==> config.mk <==
export PLATFORM = sky130hd
export DESIGN_NAME = cdss_clock_divider
export DESIGN_NICKNAME = d
export VERILOG_FILES = /design/src/rtl/cdss_clock_divider.v
export VERILOG_INCLUDE_DIRS = /design/src /design/src/rtl
export SDC_FILE = /design/constraint.sdc
export NUM_CORES = 1
export LEC_CHECK = 0
export BUFFER_PORTS_ARGS = -buffer_cell sky130_fd_sc_hd__buf_4
export CORE_AREA = 2 2 57 70
export DETAILED_ROUTE_END_ITERATION = 16
export DIE_AREA = 0 0 59 72
export PLACE_DENSITY = 0.86
export SLEW_MARGIN = 25
export SYNTH_ARGS = -nofsm -noshare
export SYNTH_HDL_FRONTEND = slang
export SYNTH_SLANG_ARGS = --single-unit
==> constraint.sdc <==
create_clock -name ref_clk_in -period 2.2 [get_ports ref_clk_in]
set_input_delay 0 -clock ref_clk_in [delete_from_list [all_inputs] [get_ports ref_clk_in]]
set_output_delay 0 -clock ref_clk_in [all_outputs]
set_load 0.005 [all_outputs]
==> src/rtl/cdss_defs.vh <==
/*
 defines for the clock divider and source status block: word offsets,
 field positions, reset values and status codes.
 assumes a 16-bit cpu i/o register port with word addresses.
*/
`ifndef CDSS_DEFS_VH
`define CDSS_DEFS_VH

`define CDSS_ADDR_W              16
`define CDSS_DATA_W              16
`define CDSS_OFF_MEM_CLK_CFG     16'h1C1E
`define CDSS_OFF_SYS_CLK_SEL     16'h1C1F
`define CDSS_OFF_OUT_DIV_CTRL    16'h1C23

`define CDSS_MEM_CLK_CFG_RST     16'h0000
`define CDSS_SYS_CLK_SEL_RST     16'h0000
`define CDSS_OUT_DIV_CTRL_RST    16'h0000

`define CDSS_BIT_SDRAM_CLOCK_PIN_ENABLE        0
`define CDSS_BIT_SRC_SELECT      0
`define CDSS_BIT_SEL_PIN_STAT    2
`define CDSS_BIT_SRC_STAT_LO     4
`define CDSS_BIT_SRC_STAT_HI     5
`define CDSS_BIT_OUT_DIV_EN      9
`define CDSS_BIT_RATIO_LO        0
`define CDSS_BIT_RATIO_HI        7

`define CDSS_SRC_BYPASS_RTC      2'h0
`define CDSS_SRC_LOOP_RTC        2'h1
`define CDSS_SRC_BYPASS_EXT      2'h2
`define CDSS_SRC_LOOP_EXT        2'h3

`endif

==> src/rtl/cdss_clock_divider.v <==
/*
 clock divider and source status: output divider control, sdram clock
 pin gating, system clock source select with power-down interlock.
 assumes a synchronous 16-bit word-addressed i/o port on ref_clk_in;
 the loop output arrives as a one-cycle tick, the system clock rate as a
 tick too; the loop power-down and select pin levels come from outside.
 reads and writes act at the edge where their strobe is high, and read
 data stands until the next read strobe.
*/
`timescale 1ns/100ps
`include "cdss_defs.vh"

// Behaviour
// Bit 9 of the output divider control chooses bypass (0) or the divider path (1).
// When enabled the divider divides the loop output by the 8-bit ratio plus one.
// With the pin enable set the sdram clock runs at system rate, or half in half-rate mode.
// With the pin enable clear, its reset value, the sdram clock pin is held low.
// Software resets the external memory interface after each pin enable change.
// Software sets the pin enable before any sdram access.
// Bits 5 to 4 of the select/status register report the actual clock source.
// A switch into loop mode is refused while loop power-down is asserted.
// Software never asserts loop power-down while already in loop mode.
// Source status reads 0 in bypass from rtc and 1 in loop mode fed by rtc.
// Software writes zeros to reserved bits 15 to 1 of the memory clock config.
// Status bit 2 mirrors the clock select pin, 0 rtc and 1 external input.
// Source status reads 2 in bypass from external input and 3 in loop mode fed by it.
// Select bit 0 picks bypass when 0 and loop mode when 1.
// Reserved bits read as zero and ignore writes.
module cdss_clock_divider
#(
	parameter RATIO_W = 8
)
(
	input  wire                     ref_clk_in,
	input  wire                     rst_in,
	input  wire [`CDSS_ADDR_W-1:0]  reg_addr_in,
	input  wire                     reg_wr_in,
	input  wire                     reg_rd_in,
	input  wire [`CDSS_DATA_W-1:0]  reg_wdata_in,
	output reg  [`CDSS_DATA_W-1:0]  reg_rdata_out,
	input  wire                     loop_clk_tick_in,
	input  wire                     system_clock_tick_in,
	input  wire                     half_rate_mode_in,
	input  wire                     loop_power_down_in,
	input  wire                     clock_select_pin_in,
	output reg                      loop_out_tick_out,
	output reg                      sdram_clock_pin_out,
	output reg                      loop_mode_active_out
);

	localparam DATA_W = `CDSS_DATA_W;
	// reset words split per field; constants, so fit for the async branch
	localparam [DATA_W-1:0] MEM_CLK_CFG_RST  = `CDSS_MEM_CLK_CFG_RST;
	localparam [DATA_W-1:0] SYS_CLK_SEL_RST  = `CDSS_SYS_CLK_SEL_RST;
	localparam [DATA_W-1:0] OUT_DIV_CTRL_RST = `CDSS_OUT_DIV_CTRL_RST;

	reg                 sdram_clock_pin_enable;
	reg                 system_clock_source_select;
	reg                 output_divider_enable;
	reg  [RATIO_W-1:0]  output_divide_ratio;
	reg  [RATIO_W-1:0]  div_count;
	reg                 half_phase;
	reg                 next_loop_mode;
	reg  [1:0]          system_clock_source_status;
	reg  [DATA_W-1:0]   next_rdata;
	wire                sel_mem;
	wire                sel_sys;
	wire                sel_div;
	wire                wr_mem;
	wire                wr_sys;
	wire                wr_div;

	assign sel_mem = (reg_addr_in == `CDSS_OFF_MEM_CLK_CFG);
	assign sel_sys = (reg_addr_in == `CDSS_OFF_SYS_CLK_SEL);
	assign sel_div = (reg_addr_in == `CDSS_OFF_OUT_DIV_CTRL);
	assign wr_mem  = reg_wr_in && sel_mem;
	assign wr_sys  = reg_wr_in && sel_sys;
	assign wr_div  = reg_wr_in && sel_div;

	// only the documented bits are stored; the rest never hold state
	// a read in the same cycle as a write still sees the old value
	always @(posedge ref_clk_in or posedge rst_in)
	begin
		if (rst_in)
		begin
			sdram_clock_pin_enable     <= MEM_CLK_CFG_RST[`CDSS_BIT_SDRAM_CLOCK_PIN_ENABLE];
			system_clock_source_select <= SYS_CLK_SEL_RST[`CDSS_BIT_SRC_SELECT];
			output_divider_enable      <= OUT_DIV_CTRL_RST[`CDSS_BIT_OUT_DIV_EN];
			output_divide_ratio        <= OUT_DIV_CTRL_RST[RATIO_W-1:0];
		end
		else
		begin
			if (wr_mem)
				sdram_clock_pin_enable <= reg_wdata_in[`CDSS_BIT_SDRAM_CLOCK_PIN_ENABLE];
			if (wr_sys)
				system_clock_source_select <= reg_wdata_in[`CDSS_BIT_SRC_SELECT];
			if (wr_div)
			begin
				output_divider_enable <= reg_wdata_in[`CDSS_BIT_OUT_DIV_EN];
				output_divide_ratio   <= reg_wdata_in[RATIO_W-1:0];
			end
		end
	end

	// interlock only guards entry; leaving loop mode on power-down is software's job
	always @*
	begin
		next_loop_mode = loop_mode_active_out;
		if (!system_clock_source_select)
			next_loop_mode = 1'b0;
		else if (!loop_mode_active_out && !loop_power_down_in)
			next_loop_mode = 1'b1;
	end

	// status follows this flop, so entry shows one cycle after the select
	always @(posedge ref_clk_in or posedge rst_in)
	begin
		if (rst_in)
			loop_mode_active_out <= 1'b0;
		else
			loop_mode_active_out <= next_loop_mode;
	end

	// divider counts loop ticks; ratio 0 passes every tick
	// a ratio rewritten below the running count ends that count at once
	always @(posedge ref_clk_in or posedge rst_in)
	begin
		if (rst_in)
		begin
			div_count         <= {RATIO_W{1'b0}};
			loop_out_tick_out <= 1'b0;
		end
		else if (!output_divider_enable)
		begin
			div_count         <= {RATIO_W{1'b0}};
			loop_out_tick_out <= loop_clk_tick_in;
		end
		else if (loop_clk_tick_in)
		begin
			if (div_count >= output_divide_ratio)
			begin
				div_count         <= {RATIO_W{1'b0}};
				loop_out_tick_out <= 1'b1;
			end
			else
			begin
				div_count         <= div_count + 1'b1;
				loop_out_tick_out <= 1'b0;
			end
		end
		else
			loop_out_tick_out <= 1'b0;
	end

	// the pin toggles per system tick; half rate drops every other toggle.
	// not glitch-free on enable change, hence the memory interface reset.
	always @(posedge ref_clk_in or posedge rst_in)
	begin
		if (rst_in)
		begin
			sdram_clock_pin_out <= 1'b0;
			half_phase          <= 1'b0;
		end
		else if (!sdram_clock_pin_enable)
		begin
			sdram_clock_pin_out <= 1'b0;
			half_phase          <= 1'b0;
		end
		else if (system_clock_tick_in)
		begin
			half_phase <= ~half_phase;
			if (!half_rate_mode_in || half_phase)
				sdram_clock_pin_out <= ~sdram_clock_pin_out;
		end
	end

	// codes come from the defines rather than from bit order
	always @*
	begin
		case ({clock_select_pin_in, loop_mode_active_out})
			2'h0:    system_clock_source_status = `CDSS_SRC_BYPASS_RTC;
			2'h1:    system_clock_source_status = `CDSS_SRC_LOOP_RTC;
			2'h2:    system_clock_source_status = `CDSS_SRC_BYPASS_EXT;
			2'h3:    system_clock_source_status = `CDSS_SRC_LOOP_EXT;
			default: system_clock_source_status = `CDSS_SRC_BYPASS_RTC;
		endcase
	end

	// one mux for all views; reserved and unmapped bits stay zero
	always @*
	begin
		next_rdata = {DATA_W{1'b0}};
		case (reg_addr_in)
			`CDSS_OFF_MEM_CLK_CFG:
				next_rdata[`CDSS_BIT_SDRAM_CLOCK_PIN_ENABLE] = sdram_clock_pin_enable;
			`CDSS_OFF_SYS_CLK_SEL:
			begin
				next_rdata[`CDSS_BIT_SRC_STAT_HI:`CDSS_BIT_SRC_STAT_LO] =
					system_clock_source_status;
				next_rdata[`CDSS_BIT_SEL_PIN_STAT] = clock_select_pin_in;
				next_rdata[`CDSS_BIT_SRC_SELECT]   = system_clock_source_select;
			end
			`CDSS_OFF_OUT_DIV_CTRL:
			begin
				next_rdata[`CDSS_BIT_OUT_DIV_EN] = output_divider_enable;
				next_rdata[RATIO_W-1:0]          = output_divide_ratio;
			end
			default:
				next_rdata = {DATA_W{1'b0}};
		endcase
	end

	// read data stands until the next read strobe
	always @(posedge ref_clk_in or posedge rst_in)
	begin
		if (rst_in)
			reg_rdata_out <= {DATA_W{1'b0}};
		else if (reg_rd_in)
			reg_rdata_out <= next_rdata;
	end

endmodule

## After elaboration in Yosys (flattened, before gate mapping)

Cells that the tools add are included.

| storage, ports and cells | value |
|---|---|
| word-level logic and storage cells | 55 |
| output and inout port bits | 19 |
| bits of input ports | 41 |
| flip-flop bits (word level) | 32 |

| operators by class | value |
|---|---|
| $lt $le $gt $ge | 1 |
| mux-type cells | 21 |
| add/subtract/negate cells | 1 |
| bitwise logic cells | 2 |
| equal/unequal tests | 10 |
| reduce and logical (&&, ||, !) cells | 10 |

Operator list:

| operator | count |
|---|---|
| $eq A16 B13 Y1 const B | 3 |
| $mux W8 | 3 |
| $mux W1 | 13 |
| $add A8 B1 Y8 const B | 1 |
| $ge A8 B8 Y1 | 1 |
| $pmux W2 S4 | 1 |
| $eq A2 B2 Y1 const B | 2 |
| $logic_and A1 B1 Y1 | 4 |
| $ne A2 B1 Y1 const B | 2 |
| $ne A2 B2 Y1 const B | 2 |
| $pmux W2 S2 | 1 |
| $logic_not A1 Y1 | 3 |
| $pmux W1 S3 | 1 |
| $eq A2 B1 Y1 const B | 1 |
| $logic_not A2 Y1 | 1 |
| $mux W2 | 1 |
| $not A1 Y1 | 2 |
| $pmux W1 S2 | 1 |
| $reduce_and A2 Y1 | 1 |
| $logic_or A1 B1 Y1 | 1 |

## Logic depth before layout (Yosys ltp)

| depth | value |
|---|---|
| depth in word-level cells | 5 |
| gate-level depth with buffers | 8 |
| depth with buffers taken out | 7 |

## Worst setup path before layout

OpenSTA, ideal clock, no wires.

| timing path | value |
|---|---|
| path type | register -> register |
| start | register div_count[2] |
| end | register loop_out_tick_out |
| path buffers | 1 |
| stages on the path, launching flop included | 8 |
| setup time | 0.119 ns |
| clock period less this slack | 1.796 ns |
| slack | 0.404 ns |
| data required time | 2.081 ns |
| data arrival time | 1.677 ns |
| cell sequence | dfrtp_1 -> ha_1 -> and3_1 -> o21ai_0 -> a31oi_1 -> or2_2 -> clkbuf_1 -> and2_1 |

| on the way | value |
|---|---|
| cells in the longest elaborated chain, start to end | 4 |

Ends and longest elaborated chain:

| element | RTL line | RTL |
|---|---|---|
| start: declaration | cdss_clock_divider.v:61 | `reg [RATIO_W-1:0] div_count;` |
| start signal: assignment | cdss_clock_divider.v:130 | `div_count <= {RATIO_W{1'b0}};` |
| start signal: assignment | cdss_clock_divider.v:135 | `div_count <= {RATIO_W{1'b0}};` |
| start signal: assignment | cdss_clock_divider.v:142 | `div_count <= {RATIO_W{1'b0}};` |
| $ge A8 B8 Y1 | cdss_clock_divider.v:140 | `if (div_count >= output_divide_ratio)` |
| $mux W1 | cdss_clock_divider.v:140 |  |
| $mux W1 | cdss_clock_divider.v:138 | `else if (loop_clk_tick_in)` |
| $mux W1 | cdss_clock_divider.v:133 | `else if (!output_divider_enable)` |
| end signal: assignment | cdss_clock_divider.v:136 | `loop_out_tick_out <= loop_clk_tick_in;` |
| end: declaration | cdss_clock_divider.v:46 | `output reg loop_out_tick_out,` |

No other way between the ends.
A chain may end at the register's enable or synchronous reset.

## Worst setup path in the final report

| timing path | value |
|---|---|
| start | register div_count[6] |
| end | register loop_out_tick_out |

The elaborated chain is that of the path after synthesis.

==> flow_summary.json <==
{
  "r2r_end": "loop_out_tick_out",
  "final.min_clock_period_ns": 1.868,
  "die_area_um2": 4248,
  "final_layout_size_suffix_gt1_frac": 0.3026,
  "cp-start-kind": "flop",
  "synth_edf_count": 0,
  "place_congestion": 0.8068,
  "leakagePower_uw": 0.001076,
  "period_share": 0.8492,
  "synth-simple-area-share": 0.1827,
  "intPower_uw": 877.0,
  "dp_hpwl_mm": 2.738,
  "switching_share": 0.2172,
  "grt_pass1_wl_mm": 6.113,
  "worstSetupPathType": "reg2reg",
  "first_pass_iters": 4,
  "rsz0062_at_grt": "no",
  "diodes": 0,
  "fin_skew_ns": 0.004947,
  "power.density_nw_per_um2": 494.4,
  "synth_top_area_frac": 0.4678,
  "drv_cap": 0,
  "hold_depth": 2,
  "synth_async_sr_flop_share": 1.000,
  "ys_warn_count": 0,
  "clockRootBuffer": "clkbuf_8",
  "initial_core_util": 0.4831,
  "r2r_cells": 6,
  "critPathRequiredTime_ns": 2.37,
  "nets": 278,
  "max-slew-margin-rel": 0.5821,
  "clkPwrFrac": 0.367,
  "multiInputGateArea_um2": 802.0,
  "dr.first_iter.drc_count": 26,
  "ys_types": 38,
  "portBuffers": 45,
  "min_from": "reg_rd_in",
  "finalHoldViolations": 0,
  "p_switching_uw": 243.3,
  "viasPerCell": 5.270,
  "ys_ff_latch": 32,
  "die_w_um": 59,
  "synth_mux_area_frac": 0.07237,
  "cts.sinks": 32,
  "yosysSeqAreaShare": 0.4678,
  "drtAntennaViolNets": 0,
  "p_total_uw": 1120,
  "num_vias": 1407,
  "seqCellArea_um2": 800.8,
  "synthesis.area_um2": 1712,
  "vdd_drop_max_mv": 0.3391,
  "avgSynthCellArea_um2": 10.25,
  "core_um2": 3543,
  "cts_inserted_buffers": 5,
  "h-tree-depth": 2,
  "drv_slew": 0,
  "synth_top_family_by_area": "simple AND/OR/NAND/NOR gates",
  "nFillCells": 303,
  "fin_tns_setup_ns": 0,
  "synthFlopType": "dfrtp_1",
  "post_dp_cell_area_um2": 2068,
  "fmax_mhz": 535.3,
  "netlist.top_cell.by_area": "dfrtp_1",
  "hold_path.class": "in2reg",
  "overflow": 0,
  "clk_latency_ns": 0.28,
  "rrSetupSlack_ns": 0.33,
  "post-route-util": 0.6395,
  "crit_fanout": 7,
  "num_rows": 24,
  "status": "finished, final reports clean",
  "drt-total-wl_mm": 3.595,
  "die_h_um": 72,
  "hold_end": "reg_rdata_out[2]",
  "crit-reg2reg-launch": "div_count[6]",
  "power_frac_seq": 0.534,
  "combPwrFrac": 0.099,
  "antenna_found_initial": 0,
  "yosys-top-cells-area": "dfrtp_1 (47%), mux2_2 (7.2%), ha_1 (6.6%), inv_1 (3.7%), buf_4 (3.1%)",
  "final_area_um2": 2266,
  "grt_max_degree": 33,
  "endpoint_kind": "flop",
  "grt_pass1_vias": 1484,
  "pin_count": 60,
  "cts_buffer_depth": 2,
  "syn_to_final_growth_pct": 32.38,
  "cts_tree": "yes",
  "synth_compound_area_frac": 0.1016,
  "synthXorXnorAreaFrac": 0.03070,
  "netlist_instances": 167,
  "setup_viol": 0,
  "avgRoutedWirePerCell_um": 13.46,
  "worst_slew_pin_slew_ns": 0.6211,
  "grt_usage": 0.1898,
  "path_clk_slew_ns": 0.06,
  "arrival_ns": 2.04,
  "synthAdderAreaFrac": 0.06579,
  "drc": 0
}
[registers in the layout, summed over array words and instances (netlist names)]
name                        cells
output_divide_ratio             8
sdram_clock_pin_out             1
reg_rdata_out                   9
sdram_clock_pin_enable          1
system_clock_source_select      1
div_count                       8
loop_mode_active_out            1
loop_out_tick_out               1
output_divider_enable           1
half_phase                      1
[synth_stat cells, types with 2 or more instances]
master / count
a21oi_1: 9
a31oi_1: 2
and2_1: 4
and3_1: 2
buf_4: 7
clkbuf_1: 4
dfrtp_1: 32
ha_1: 9
inv_1: 17
mux2_2: 11
nand2_1: 10
nand2b_1: 2
nand3_1: 6
nand4_1: 4
nand4b_1: 2
nor2_1: 9
nor2b_1: 2
o21ai_0: 9
o2bb2ai_1: 2
o31ai_1: 2
xnor2_1: 3
xor2_1: 3
[per-layer routing]
| layer | vias to the layer above | part of all wire | GRT usage |
|---|---|---|---|
| li1 | 685 | - | - |
| met1 | 672 | 0.39 | 0.2037 |
| met2 | 44 | 0.54 | 0.3469 |
| met3 | 6 | 0.038 | 0.03743 |
| met4 | 0 | 0.023 | 0.09091 |
| met5 | - | 0 | 0 |
[through the flow]
step | worst slack, ns | hold WS, ns | cells
5_1_grt | 0.2221 | 0.04578 | 267
4_1_cts | 0.3407 | 0.01304 | 267
6_report | 0.3318 | 0.02402 | 267
2_1_floorplan | 0.4042 | 0.1042 | 173
3_5_place_dp | 0.3416 | 0.1148 | 248
3_3_place_gp | 0.3977 | 0.1072 | 248
[how the worst max path moves through the flow]
stage,start,slack [ns],depth (start not counted),to
finish,div_count[6],0.33,6,loop_out_tick_out
global route,output_divide_ratio[1],0.22,7,div_count[0]
CTS,div_count[6],0.34,6,loop_out_tick_out
detailed placement,reg_addr_in[13],0.34,5,system_clock_source_select
global placement,div_count[2],0.40,6,loop_out_tick_out
floorplan,div_count[2],0.40,7,loop_out_tick_out
[power groups by stage]
stage               registers [µW]  logic, µW  clock network [µW]
floorplan                      609       38.7                   0
global placement               609       91.7                   0
detailed placement             609       94.7                   0
CTS                            598        111                 425
global route                   598        122                 447
finish                         598        111                 412
[what timing repair did]
item	in CTS	in global routing
setup buffers	0	0
hold buffers	12	0
endpoints found under the hold margin	45	0
gates resized for setup	0	0
[kinds of logic after synthesis]
logic type / Yosys count
xor+xnor: 6
buf+inv: 28
compound gates: 29
fa+ha+maj: 9
flops: 32
mux: 11
simple gates: 51
other cells: 1
[final cells by class]
| cell class | count | share of cell area |
|---|---|---|
| clock buffer | 6 | 0.03203 |
| clock inverter | 1 | 0.002209 |
| inverter | 17 | 0.02816 |
| multi-input combinational | 113 | 0.3539 |
| sequential | 32 | 0.3534 |
| tap | 39 | 0.02154 |
| timing repair buffer | 59 | 0.2087 |
[cells in the final DEF, fill, tap and decap left out, types with 2 or more instances in the layout]
| master | synthesis | routed |
|---|---|---|
| a21oi_1 | 9 | 9 |
| ha_1 | 9 | 9 |
| nand3_1 | 6 | 6 |
| nand2b_1 | 2 | 2 |
| buf_4 | 7 | 47 |
| and3_1 | 2 | 2 |
| nand4_1 | 4 | 4 |
| inv_1 | 17 | 17 |
| dlygate4sd3_1 | 0 | 12 |
| dfrtp_1 | 32 | 32 |
| and2_1 | 4 | 4 |
| o31ai_1 | 2 | 2 |
| a31oi_1 | 2 | 2 |
| conb_1 | 1 | 7 |
| nor2b_1 | 2 | 2 |
| xnor2_1 | 3 | 3 |
| mux2_2 | 11 | 11 |
| o21ai_0 | 9 | 9 |
| clkbuf_8 | 0 | 5 |
| nor2_1 | 9 | 9 |
| nand4b_1 | 2 | 2 |
| xor2_1 | 3 | 3 |
| nand2_1 | 10 | 10 |
| o2bb2ai_1 | 2 | 2 |
[worst max-delay path, cell delays in order (launching register included)]
cell	delay [ns]
dfrtp_1	0.42
ha_1	0.33
a21o_1	0.18
nand2_1	0.06
nand4b_1	0.18
or2_2	0.41
and2_1	0.18
Note: power is estimated with default switching activity, not from simulation.
